`src/hw/ald_pkg.sv`:
```
package ald_pkg;

  // ----------------------------------------------------------------
  // opcode constants
  // ----------------------------------------------------------------
  localparam logic [7:0] OP_PFX_01 = 8'h01;
  localparam logic [7:0] OP_PFX_05 = 8'h05;
  localparam logic [7:0] OP_PFX_07 = 8'h07;
  localparam logic [7:0] OP_MAC_B2 = 8'h85;
  localparam logic [7:0] OP_MACS_B2 = 8'h05;
  localparam logic [4:0] OP_SIGNED_WORD_MULTIPLY_HI = 5'h07;
  localparam logic [4:0] OP_UNSIGNED_BYTE_MULTIPLY_HI = 5'h01;
  localparam logic [4:0] OP_UNSIGNED_WORD_DIVIDE_HI = 5'h03;
  localparam logic [4:0] OP_UNSIGNED_WORD_MULTIPLY_HI = 5'h05;
  localparam logic [4:0] OP_UNSIGNED_EXTENDED_DIVIDE_HI = 5'h1d;
  // byte group upper five bits of first byte (of second byte after prefix 01 for sfr); memory top three and low four bits
  localparam logic [4:0] OP_B_IMM_A = 5'h15;
  localparam logic [4:0] OP_B_SADDR_IMM = 5'h0d;
  localparam logic [4:0] OP_B_RR = 5'h11;
  localparam logic [4:0] OP_B_A_SADDR = 5'h13;
  localparam logic [4:0] OP_B_SADDR2 = 5'h0f;
  localparam logic [4:0] OP_B_SFR_IMM = 5'h0d;
  localparam logic [4:0] OP_B_A_SFR = 5'h13;
  localparam logic [2:0] OP_MEM_TOP = 3'h0;
  localparam logic [3:0] OP_MEM_B_LOW = 4'h8;
  // word group first bytes; sfr pair codes are upper five bits of the byte after prefix 01
  localparam logic [7:0] OP_W_AX_IMM = 8'h2d;
  localparam logic [7:0] OP_W_SADDRP_IMM = 8'h0d;
  localparam logic [7:0] OP_W_RR = 8'h88;
  localparam logic [7:0] OP_W_AX_SADDRP = 8'h1d;
  localparam logic [7:0] OP_W_SADDRP2 = 8'h3d;
  localparam logic [4:0] OP_W_SFRP_IMM = 5'h01;
  localparam logic [4:0] OP_W_AX_SFRP = 5'h03;
  // mod codes with displacement
  localparam logic [4:0] MOD_BASED = 5'h06;
  localparam logic [4:0] MOD_INDEXED = 5'h0a;
  localparam logic [2:0] COUNT_RESET = 3'h0;

  // ----------------------------------------------------------------
  // types
  // ----------------------------------------------------------------
  typedef enum logic [3:0] {
    ALD_ADD, ALD_ADD_WITH_CARRY, ALD_SUB, ALD_SUBTRACT_WITH_BORROW,
    ALD_AND, ALD_XOR, ALD_OR, ALD_BYTE_COMPARE,
    ALD_WORD_ADD, ALD_WORD_SUBTRACT, ALD_WORD_COMPARE,
    ALD_UNSIGNED_BYTE_MULTIPLY, ALD_UNSIGNED_WORD_DIVIDE,
    ALD_UNSIGNED_WORD_MULTIPLY, ALD_UNSIGNED_EXTENDED_DIVIDE,
    ALD_SIGNED_WORD_MULTIPLY
  } ald_op_t;

  typedef enum logic [3:0] {
    FRM_IMM, FRM_REG, FRM_SADDR, FRM_SFR, FRM_MEM, FRM_SADDR2,
    FRM_SADDR_IMM, FRM_SFR_IMM, FRM_NONE, FRM_MAC
  } ald_form_t;

  typedef struct packed {
    ald_op_t op;
    ald_form_t form;
    logic is_mac;
    logic mac_sat;
    logic flags_only;
    logic word;
    logic mem_to_dest;
    logic [4:0] mod;
    logic [2:0] mem;
    logic [3:0] dst_reg;
    logic [2:0] src_reg;
    logic [7:0] src_off;
    logic [7:0] dst_off;
    logic [15:0] imm;
    logic [15:0] disp;
    logic [7:0] count;
  } ald_dec_t;

  typedef enum logic [1:0] {ST_B1, ST_B2, ST_MORE} ald_st_t;

  typedef struct packed {
    ald_st_t st;
    logic [2:0] idx;
    logic [2:0] need;
    logic pfx01;
    logic [7:0] b1;
    logic [7:0] b2;
    logic valid;
    logic bad;
    ald_dec_t dec;
  } ald_state_t;

endpackage

```
`src/hw/ald_decoder.sv`:
```
`timescale 1ns/1ps

// Behaviour
// - decode word add, subtract, compare with immediate, short, sfr, pair forms
// - four unsigned multiply/divide ops after prefix 05, register in low bits
// - signed word multiply: 05 then 00111 and register pair code
// - sum of products: 07, 85, then an 8-bit repeat count
// - saturating sum of products: 07, 05, then the count byte
// - memory forms: low displacement third byte; direction bit picks destination
// - 16-bit displacement high byte arrives as fourth byte
// - eight byte ops over immediate, register, short, sfr, memory forms
// - low sfr window uses short-direct forms, decoded as short-direct
// - two short operands: first offset is source, second destination
module ald_decoder import ald_pkg::*; (
  input wire logic sys_clk_in,
  input wire logic rst_n_in,
  input wire logic byte_valid_in,
  input wire logic [7:0] byte_in,
  output logic byte_ready_out,
  output logic dec_valid_out,
  output ald_dec_t dec_out,
  output logic illegal_out
);

  // ----------------------------------------------------------------
  // state
  // ----------------------------------------------------------------
  ald_state_t s_q;
  ald_state_t s_d;
  logic [7:0] b;
  logic take;

  assign b = byte_in;
  assign take = byte_valid_in;
  assign byte_ready_out = 1'b1;
  assign dec_valid_out = s_q.valid;
  assign dec_out = s_q.dec;
  assign illegal_out = s_q.bad;

  // ----------------------------------------------------------------
  // next state
  // ----------------------------------------------------------------
  always_comb begin
    s_d = s_q;
    s_d.valid = 1'b0;
    s_d.bad = 1'b0;
    if (take) begin
      case (s_q.st)
        ST_B1: begin
          s_d.b1 = b;
          s_d.idx = 3'd1;
          s_d.dec = '0;
          s_d.dec.op = ald_op_t'({1'b0, b[2:0]});
          s_d.dec.flags_only = (b[2:0] == 3'd7);
          s_d.dec.form = FRM_NONE;
          s_d.st = ST_B2;
          s_d.need = 3'd2;
          s_d.pfx01 = 1'b0;
          if (b[7:3] == OP_B_IMM_A) begin
            s_d.dec.form = FRM_IMM;
          end else if (b[7:3] == OP_B_SADDR_IMM) begin
            s_d.dec.form = FRM_SADDR_IMM;
            s_d.need = 3'd3;
          end else if (b[7:3] == OP_B_RR) begin
            s_d.dec.form = FRM_REG;
          end else if (b[7:3] == OP_B_A_SADDR) begin
            s_d.dec.form = FRM_SADDR;
          end else if (b[7:3] == OP_B_SADDR2) begin
            s_d.dec.form = FRM_SADDR2;
            s_d.need = 3'd3;
          end else if (b[7:6] == 2'd0 && b[3:0] > 4'hc) begin
            s_d.dec.word = 1'b1;
            case (b[5:4])
              2'd0: s_d.dec.form = FRM_SADDR_IMM;
              2'd1: s_d.dec.form = FRM_SADDR;
              2'd2: s_d.dec.form = FRM_IMM;
              default: s_d.dec.form = FRM_SADDR2;
            endcase
            s_d.need = (b[5:4] == 2'd0) ? 3'd4 :
                       (b[5:4] == 2'd1) ? 3'd2 : 3'd3;
            s_d.dec.op = b[1] ? (b[0] ? ALD_WORD_COMPARE : ALD_WORD_SUBTRACT)
                              : ALD_WORD_ADD;
            s_d.dec.flags_only = (b[1:0] == 2'd3);
          end else if (b == OP_PFX_01 || b == OP_PFX_05 || b == OP_PFX_07)
          begin
            s_d.pfx01 = 1'b1;
          end else if (b[7:5] == OP_MEM_TOP) begin
            s_d.dec.form = FRM_MEM;
            s_d.dec.mod = b[4:0];
            s_d.need = (b[4:0] == MOD_BASED || b[4:0] == MOD_INDEXED) ?
                       3'd3 : 3'd2;
          end else begin
            s_d.bad = 1'b1;
            s_d.st = ST_B1;
          end
        end
        ST_B2: begin
          s_d.b2 = b;
          s_d.idx = 3'd2;
          s_d.st = ST_MORE;
          if (s_q.pfx01) begin
            if (s_q.b1 == OP_PFX_07) begin
              s_d.dec.is_mac = 1'b1;
              s_d.dec.form = FRM_MAC;
              s_d.dec.mac_sat = (b == OP_MACS_B2);
              s_d.need = 3'd3;
              if (b != OP_MAC_B2 && b != OP_MACS_B2) begin
                s_d.bad = 1'b1;
                s_d.st = ST_B1;
              end
            end else if (s_q.b1 == OP_PFX_05) begin
              s_d.dec.form = FRM_REG;
              s_d.dec.src_reg = b[2:0];
              s_d.st = ST_B1;
              s_d.valid = 1'b1;
              case (b[7:3])
                OP_UNSIGNED_BYTE_MULTIPLY_HI: s_d.dec.op = ALD_UNSIGNED_BYTE_MULTIPLY;
                OP_UNSIGNED_WORD_DIVIDE_HI: s_d.dec.op = ALD_UNSIGNED_WORD_DIVIDE;
                OP_UNSIGNED_WORD_MULTIPLY_HI: s_d.dec.op = ALD_UNSIGNED_WORD_MULTIPLY;
                OP_UNSIGNED_EXTENDED_DIVIDE_HI: s_d.dec.op = ALD_UNSIGNED_EXTENDED_DIVIDE;
                OP_SIGNED_WORD_MULTIPLY_HI: s_d.dec.op = ALD_SIGNED_WORD_MULTIPLY;
                default: begin
                  s_d.valid = 1'b0;
                  s_d.bad = 1'b1;
                end
              endcase
              s_d.dec.word = (b[7:3] != OP_UNSIGNED_BYTE_MULTIPLY_HI);
            end else begin
              // sfr prefix: second byte names op and form
              s_d.dec.op = ald_op_t'({1'b0, b[2:0]});
              s_d.dec.flags_only = (b[2:0] == 3'd7);
              s_d.need = 3'd3;
              if (b[7:3] == OP_B_SFR_IMM) begin
                s_d.dec.form = FRM_SFR_IMM;
                s_d.need = 3'd4;
              end else if (b[7:3] == OP_B_A_SFR) begin
                s_d.dec.form = FRM_SFR;
              end else if (b[7:3] == OP_W_SFRP_IMM ||
                           b[7:3] == OP_W_AX_SFRP) begin
                s_d.dec.word = 1'b1;
                s_d.dec.form = (b[7:3] == OP_W_SFRP_IMM) ?
                               FRM_SFR_IMM : FRM_SFR;
                s_d.need = (b[7:3] == OP_W_SFRP_IMM) ? 3'd5 : 3'd3;
                s_d.dec.op = b[1] ? (b[0] ? ALD_WORD_COMPARE :
                             ALD_WORD_SUBTRACT) : ALD_WORD_ADD;
                s_d.dec.flags_only = (b[1:0] == 2'd3);
              end else begin
                s_d.bad = 1'b1;
                s_d.st = ST_B1;
              end
            end
          end else begin
            case (s_q.dec.form)
              FRM_REG: begin
                s_d.dec.dst_reg = b[7:4];
                s_d.dec.src_reg = b[2:0];
                s_d.st = ST_B1;
                s_d.valid = ~b[3];
                if (b[3] && !b[4] && (s_q.b1 == OP_W_RR ||
                    s_q.b1 == 8'h8a || s_q.b1 == 8'h8f)) begin
                  s_d.valid = 1'b1;
                  s_d.dec.word = 1'b1;
                  s_d.dec.dst_reg = {1'b0, b[7:5]};
                  s_d.dec.op = s_q.b1[1] ? (s_q.b1[0] ? ALD_WORD_COMPARE :
                               ALD_WORD_SUBTRACT) : ALD_WORD_ADD;
                  s_d.dec.flags_only = (s_q.b1[1:0] == 2'd3);
                end
                s_d.bad = ~s_d.valid;
              end
              FRM_MEM: begin
                s_d.dec.mem = b[6:4];
                s_d.dec.mem_to_dest = b[7];
                s_d.dec.op = ald_op_t'({1'b0, b[2:0]});
                s_d.dec.flags_only = (b[2:0] == 3'd7);
                if (b[3:0] < OP_MEM_B_LOW) begin
                  s_d.bad = 1'b1;
                  s_d.st = ST_B1;
                end else if (s_q.need == 3'd2) begin
                  s_d.valid = 1'b1;
                  s_d.st = ST_B1;
                end
                if (s_q.dec.mod == MOD_INDEXED)
                  s_d.need = 3'd4;
              end
              FRM_IMM: begin
                s_d.dec.imm = {8'h00, b};
                if (s_q.need == 3'd2) begin
                  s_d.valid = 1'b1;
                  s_d.st = ST_B1;
                end
              end
              FRM_SADDR: begin
                s_d.dec.src_off = b;
                s_d.valid = 1'b1;
                s_d.st = ST_B1;
              end
              default: begin
                s_d.dec.src_off = b;
                s_d.dec.dst_off = b;
              end
            endcase
          end
        end
        ST_MORE: begin
          s_d.idx = s_q.idx + 3'd1;
          case (s_q.dec.form)
            FRM_MAC: s_d.dec.count = b;
            FRM_MEM: begin
              if (s_q.idx == 3'd2)
                s_d.dec.disp = {8'h00, b};
              else
                s_d.dec.disp[15:8] = b;
            end
            FRM_SADDR2: s_d.dec.dst_off = b;
            FRM_IMM: s_d.dec.imm[15:8] = b;
            FRM_SFR: s_d.dec.src_off = b;
            FRM_SADDR_IMM, FRM_SFR_IMM: begin
              if (s_q.pfx01 && s_q.idx == 3'd2)
                s_d.dec.dst_off = b;
              else if (s_q.idx + 3'd1 == s_q.need && s_q.dec.word)
                s_d.dec.imm[15:8] = b;
              else
                s_d.dec.imm[7:0] = b;
            end
            default: s_d.dec.imm[7:0] = b;
          endcase
          if (s_q.idx + 3'd1 >= s_q.need) begin
            s_d.valid = 1'b1;
            s_d.st = ST_B1;
          end
        end
        default: s_d.st = ST_B1;
      endcase
    end
  end

  always_ff @(posedge sys_clk_in) begin
    if (!rst_n_in) begin
      s_q <= '0;
      s_q.st <= ST_B1;
    end else begin
      s_q <= s_d;
    end
  end
endmodule

```
`config.mk`:
```
export PLATFORM = sky130hd
export DESIGN_NAME = ald_decoder
export DESIGN_NICKNAME = d
export VERILOG_FILES = /design/src/hw/ald_pkg.sv /design/src/hw/ald_decoder.sv
export SDC_FILE = /design/constraint.sdc
export NUM_CORES = 1
export LEC_CHECK = 0
export BUFFER_PORTS_ARGS = -buffer_cell sky130_fd_sc_hd__buf_2
export CORE_MARGIN = 5
export CORE_UTILIZATION = 35
export CTS_BUF_LIST = sky130_fd_sc_hd__clkbuf_16
export CTS_CLUSTER_DIAMETER = 200
export DETAILED_ROUTE_END_ITERATION = 12
export SYNTH_ARGS = -nofsm -noshare
export SYNTH_HDL_FRONTEND = slang
export SYNTH_SLANG_ARGS = --single-unit
```
`constraint.sdc`:
```
create_clock -name sys_clk_in -period 4.7 [get_ports sys_clk_in]
set_input_delay 0.705 -clock sys_clk_in [delete_from_list [all_inputs] [get_ports sys_clk_in]]
set_output_delay 0.705 -clock sys_clk_in [all_outputs]
set_load 0.05 [all_outputs]
```
==> key figures, run 1 <==
Floorplanning
  – Number of standard-cell rows in the floorplan: 48
  – Number of top-level pins: just under 100
  – Placeable core area: 17200 sq um
  – Height of the die: around 140 um
  – Overall die area: between 20000 and 25000 sq um
  – Die extent in x: approximately 140 um
  – Initial core utilization: a little over a third

Place
  – Half-perimeter wire length of the detailed placement result: between 10 and 15 mm
  – Placed instance count: 939
  – Pre-CTS setup slack: approximately 1700 ps
  – Standard cell area after detailed placement: 6030 sq um
  – Final RePlAce weighted congestion: ~0.93
  – Port buffer count: between 90 and 100

Power and ir drop
  – Pwr Total: around 1.9 mW
  – Cell area power density: roughly 310 nW/um^2
  – Maximum ir drop on the vdd rail: roughly 0.17 mV
  – Leakage power summed over all cells: roughly 2.6 nW

Routing
  – Final routed wire length divided by cell count: between 15 and 20 um
  – Overall routed net length: 17.8 mm
  – DRC: 0
  – Antenna violation net count after detailed routing: 0
  – Post-detailed-route via-to-cell ratio: about 5.4
  – Drt initial violations: 451
  – Via count: ~5100
  – TritonRoute pass-1 iters: 6

Synth
  – Top area cells in the synthesized netlist: sky130_fd_sc_hd__dfxtp_1 34%, sky130_fd_sc_hd__buf_4 11%, sky130_fd_sc_hd__mux2i_1 8.6%
  – Share of synthesized cell area in full adder, half adder and majority cells: ~2.5%
  – Number of enable-type register cells in the synthesized netlist: 0
  – Dominant combinational cell family by area after synthesis: simple AND/OR/NAND/NOR gates
  – Syn Nets: 773
  – Share of the synthesized area in the top cell type: approximately a third
  – Post-Synth XOR/XNOR Area: less than 1%
  – Number of standard cells after synthesis: 750
  – Most used DFF post-synth: sky130_fd_sc_hd__dfxtp_1
  – Complex-gate fraction of the synthesized area: approximately 17%
  – Async set-or-reset flop fraction in the synthesized netlist: 0%
  – Synth cell types: slightly below 80
  – Cell accounting for the most synthesized area: sky130_fd_sc_hd__dfxtp_1
  – Flip-flop and latch count after synthesis: 103
  – Synth Area in Simple Gates: between 20% and 30%
  – Part of the Yosys area used for sequential elements: between 30% and 40%
  – Number of warning messages in the yosys log: 0
  – Share of cell area taken by muxes after synthesis: a little under a tenth
  – Syn avg cell area: 8.11 sq um
  – Cell area after synthesis: 6080 sq um

STA
  – Tightest hold margin: about 450 ps
  – Minimum clock period after layout: ~2700 ps
  – Max Clk Rate: around 0.37 GHz
  – Post-layout worst setup margin: about 2000 ps
  – Least-Margin Pin Slew: about 1100 ps
  – Slew Viols, Final: 0
  – Hold violation count in the final report: 0
  – Setup Total Neg Slack: 0 ps
  – Part of the cycle the worst path needs: a little under three fifths
  – Number of endpoints failing setup at the final stage: 0
  – Headroom to the max-slew limit: between 20% and 30%
  – Setup clock skew after layout: between 9 and 10 ps
  – RSZ-0062 raised after global routing: no

Setup path
  – CP max-delay cell: sky130_fd_sc_hd__a2111oi_0
  – Arrival time worst endpoint: 2930 ps
  – Data required time of the critical path: between 4000 and 5000 ps
  – Worst-path cell chain: ha_1, clkinv_1, a2111oi_0, nor3_1, a21bo_1, a21oi_1
  – Crit Path Class: flip-flop to flip-flop
  – Largest fanout on the critical path: 16
  – Count of buffer and inverter cells on the critical path: 1
  – Sort of element at the start of the critical path: flip-flop
  – Slowest stage delay, CP: between 700 and 800 ps
  – Category of the worst setup path capture point: flip-flop
  – Top cell family by delay on the critical path: compound AO/OA/AOI/OAI gates

Cells and area
  – Final core occ: 36.6%
  – Most common library cell in the layout ignoring fill and taps: sky130_fd_sc_hd__dfxtp_1
  – Share of post-route cells with drive strength above 1: about 18%
  – Commonest non-fill, non-tap cells in the layout: 103 x sky130_fd_sc_hd__dfxtp_1, 96 x sky130_fd_sc_hd__buf_2, 89 x sky130_fd_sc_hd__nand2_1
  – Final non-filler cell area: 6290 sq um
  – Signed area change from the synthesized netlist to the final layout: 3.43%
  – Fillers: around 1900
  – Final cell count without fillers: around 960
  – Layout Nets: 748

Clock network
  – Post-CTS setup buffer count: 0
  – Clk_lat worst skew: around 350 ps
  – Clock Tree Buf Depth: 2
  – Number of instances resized during post-cts repair: 0
  – TritonCTS clock tree: built
  – Cts bufs inserted: 9
  – Number of clock sinks: approximately 100
  – CTS Root Buffer Type: sky130_fd_sc_hd__clkbuf_16
  – CTS clk-pin slew, worst paths: 80 ps
  – Quantity of hold-fixing buffers added after cts: 0
  – CTS HTree Levels: 3

GRT
  – Number of antenna violations at the first check in global routing: 0
  – Via count of the first global-routing pass: ~4900
  – Overall overflow remaining after global route: 0
  – Wire length of the first global-routing pass: ~28 mm
  – Gr usage total: roughly 18%
  – Pin count of the biggest net entering global routing: 53

Job
  – Max Cap Viol: 0

Status
  – Status: complete, no violations

Hold path
  – Worst hold path type: flip-flop to flip-flop
==> cell families after synthesis <==
group | after synthesis
and+or+nand+nor | 259
buffers and inverters | 153
DFF | 103
xor gates and xnor gates | 6
other | 1
AOI/OAI and AO/OA | 160
adders and majority gates | 12
muxes | 56
==> cells in the mapped netlist (all sizes together) (4+ instances only) <==
cell and count:
a211oi 9, a21oi 57, a221oi 4, a311oi 5, a31oi 9, and2 20
and3 4, buf 95, clkbuf 40, dfxtp 103, ha 12, inv 16
mux2 4, mux2i 52, nand2 89, nand2b 7, nand3 21, nand4 7
nor2 60, nor2b 8, nor3 9, o2111ai 5, o211ai 7, o21ai 33
o31ai 4, or2 4
==> layout make-up <==
cell class / instances / area (sq um) / share of cell area (%)
sequential: 103 / 2060 / 32.8
inverter: 18 / 67.6 / 1.07
timing repair buffer: 99 / 503 / 7.99
tap: 225 / 282 / 4.47
clock inverter: 6 / 36.3 / 0.577
multi-input combinational: 494 / 3120 / 49.5
clock buffer: 9 / 225 / 3.58
antenna: 1 / 2.50 / 0.0398
==> worst register-to-register path: cells and delay by family, from the launching register on <==
family / cells / cell delay [ps]
AOI/OAI and AO/OA: 3 / 1050
adders and majority gates: 1 / 550
buffers and inverters: 1 / 470
DFF: 1 / 410
and+or+nand+nor: 1 / 100
==> power by group <==
| group | leakage [nW] | internal [mW] | switching (mW) |
|---|---|---|---|
| Sequential | 0.834 | 0.892 | 0.0272 |
| Combinational | 1.65 | 0.0935 | 0.223 |
| Clock | 0.129 | 0.356 | 0.353 |
| Total | 2.61 | 1.34 | 0.603 |
==> per-layer routing <==
layer  GRT usage [%]  wire length [um]  up-vias
met5               0                 0        -
met4            6.77               448        0
met3            3.64              1330       28
met2            27.0              7830      197
met1            24.5              8180     2401
li1                -                 -     2492
==> final timing paths <==
check	start	end	slack, ps	depth (start not counted)
max reg2reg	s_q[110]$_SDFFE_PN0P_	s_q[109]$_SDFFE_PN0P_	2000	6
min	dec_out[64]$_SDFFE_PN0P_	dec_out[64]$_SDFFE_PN0P_	450	2
max	s_q[110]$_SDFFE_PN0P_	s_q[109]$_SDFFE_PN0P_	2000	6
min reg2reg	dec_out[64]$_SDFFE_PN0P_	dec_out[64]$_SDFFE_PN0P_	450	2
==> flip-flops by register name, summed over array words and instances (netlist names) <==
name,count
dec_out,84
dec_valid_out,1
illegal_out,1
s_q,17
Power figures use the tool's default switching activity.
==> run 2, diff against run 1 <==
==> constraint.sdc (replaced) <==
create_clock -name sys_clk_in -period 2.15 [get_ports sys_clk_in]
set_input_delay 0.3225 -clock sys_clk_in [delete_from_list [all_inputs] [get_ports sys_clk_in]]
set_output_delay 0.3225 -clock sys_clk_in [all_outputs]
set_load 0.05 [all_outputs]
==> key figures, run 2 (synthesis results as in run 1) <==
STA
  – Least-Margin Pin Slew: ~700 ps
  – Max Clk Rate: approximately 0.47 GHz
  – Setup Total Neg Slack: 0 ps
  – Hold violation count in the final report: 0
  – Minimum clock period after layout: between 2000 and 2500 ps
  – Number of endpoints failing setup at the final stage: 0
  – Part of the cycle the worst path needs: between 90 and 100%
  – Slew Viols, Final: 0
  – Post-layout worst setup margin: around 45 ps
  – Headroom to the max-slew limit: between 50% and 60%
  – Setup clock skew after layout: ~11 ps

Clock network
  – Number of clock sinks: between 100 and 150
  – Cts bufs inserted: 9
  – CTS HTree Levels: 3
  – Clock Tree Buf Depth: 2
  – TritonCTS clock tree: built
  – CTS Root Buffer Type: sky130_fd_sc_hd__clkbuf_16
  – Clk_lat worst skew: 360 ps
  – Quantity of hold-fixing buffers added after cts: 0
  – CTS clk-pin slew, worst paths: about 80 ps

GRT
  – Pin count of the biggest net entering global routing: 29
  – Wire length of the first global-routing pass: between 20 and 30 mm
  – Number of antenna violations at the first check in global routing: 1
  – Via count of the first global-routing pass: ~5100
  – Overall overflow remaining after global route: 0
  – Gr usage total: between 10% and 20%

Routing
  – Via count: around 5400
  – Antenna violation net count after detailed routing: 0
  – DRC: 0
  – TritonRoute pass-1 iters: 5
  – Final routed wire length divided by cell count: approximately 18 um
  – Drt initial violations: between 400 and 500
  – Post-detailed-route via-to-cell ratio: 5.26
  – Overall routed net length: between 15 and 20 mm

Setup path
  – Largest fanout on the critical path: 5
  – Crit Path Class: flip-flop to flip-flop
  – Data required time of the critical path: roughly 2400 ps
  – Arrival time worst endpoint: about 2400 ps
  – Number of cells traversed by the worst register-to-register path: 5
  – Sort of element at the start of the critical path: flip-flop
  – Category of the worst setup path capture point: flip-flop

Cells and area
  – Share of post-route cells with drive strength above 1: between 20% and 30%
  – Final cell count without fillers: 1018
  – Most common library cell in the layout ignoring fill and taps: sky130_fd_sc_hd__dfxtp_1
  – Largest register FFs: 84
  – Inserted Diodes: 0
  – Signed area change from the synthesized netlist to the final layout: 14.4%
  – Commonest non-fill, non-tap cells in the layout: 101 x sky130_fd_sc_hd__dfxtp_1, 96 x sky130_fd_sc_hd__buf_2, 89 x sky130_fd_sc_hd__nand2_1
  – Layout Nets: about 810

Place
  – Placed instance count: about 1000
  – Final RePlAce weighted congestion: ~1
  – Half-perimeter wire length of the detailed placement result: 13.4 mm
  – Port buffer count: 96
  – Pre-CTS setup slack: -88.2 ps

Hold path
  – Number of cells on the worst hold path: 3
  – Worst hold path type: primary input to flip-flop

Power and ir drop
  – Maximum ir drop on the vdd rail: approximately 0.40 mV
  – Clock Power Share: between 30% and 40%
  – Combinational share of power: between 10% and 20%
  – Part of the power in registers: a little over two fifths
  – Cell area power density: between 600 and 700 nW/um^2
  – Design internal power: slightly above 3 mW
  – Switching share of power: 31.8%
  – Leakage power summed over all cells: 2.98 nW
  – Sw Pwr: 1.44 mW

Floorplanning
  – Number of standard-cell rows in the floorplan: 48
  – Placeable core area: between 15000 and 20000 sq um
  – Overall die area: about 20000 sq um
  – Number of top-level pins: 98
  – Height of the die: around 140 um
  – Die extent in x: about 140 um
  – Initial core utilization: 35.4%

Job
  – Max Cap Viol: 0

Status
  – Status: complete, no violations
## run 2: power by group through the flow
stage	clock, mW	sequential, mW	combinational [mW]
after floorplan	0	2.03	0.572
after global placement	0	2.03	0.831
after detailed placement	0	2.03	0.827
after CTS	1.73	1.99	0.832
after global routing	1.81	1.99	0.913
final	1.71	1.99	0.849
## run 2: path summary, 6_finish.rpt
| path | from | end | slack, ps |
|---|---|---|---|
| max | dec_out[78]$_SDFFE_PN0P_ | s_q[105]$_SDFFE_PN0P_ | 40 |
| min | byte_in[0] | s_q[94]$_SDFFE_PN0P_ | 320 |
| min reg2reg | dec_out[64]$_SDFFE_PN0P_ | dec_out[64]$_SDFFE_PN0P_ | 450 |
| max reg2reg | dec_out[78]$_SDFFE_PN0P_ | s_q[105]$_SDFFE_PN0P_ | 40 |
## run 2: what timing repair did
action,CTS,global route
resized for setup,0,11
setup endpoints to repair,0,24
buffers inserted,0,1
## run 2: cell type report
class                           instances  area [sq um]
Inverter                               18          67.6
Tap cell                              225           282
Clock inverter                          7          81.3
Fill cell                            1793         10200
Clock buffer                            9           225
Timing Repair Buffer                  162          1080
Sequential cell                       103          2060
Multi-Input combinational cell        494          3170
## run 2: stage by stage
stage               utilization [%]  power, mW  instance area [sq um]  hold slack (ps)
floorplan                         -       2.60                   6100              432
finish                         40.5       4.55                   6960              322
detailed placement             38.5       2.86                   6610              443
global route                   40.5       4.72                   6960              323
global placement               38.5       2.86                   6610              437
CTS                            40.2       4.55                   6910              305
## run 2: layer usage
layer	wire length, um	up-vias	GRT usage [%]
met2	8390	220	28.4
li1	-	2607	-
met1	8010	2485	24.2
met4	383	2	6.41
met3	1400	43	4.15
met5	7	-	0
## run 2: critical path, stage by stage (launching register included)
cell and delay, ps:
sky130_fd_sc_hd__dfxtp_1 410, sky130_fd_sc_hd__or4b_4 510, sky130_fd_sc_hd__or4_1 480, sky130_fd_sc_hd__a31o_1 280, sky130_fd_sc_hd__o21bai_1 180, sky130_fd_sc_hd__and2_1 140
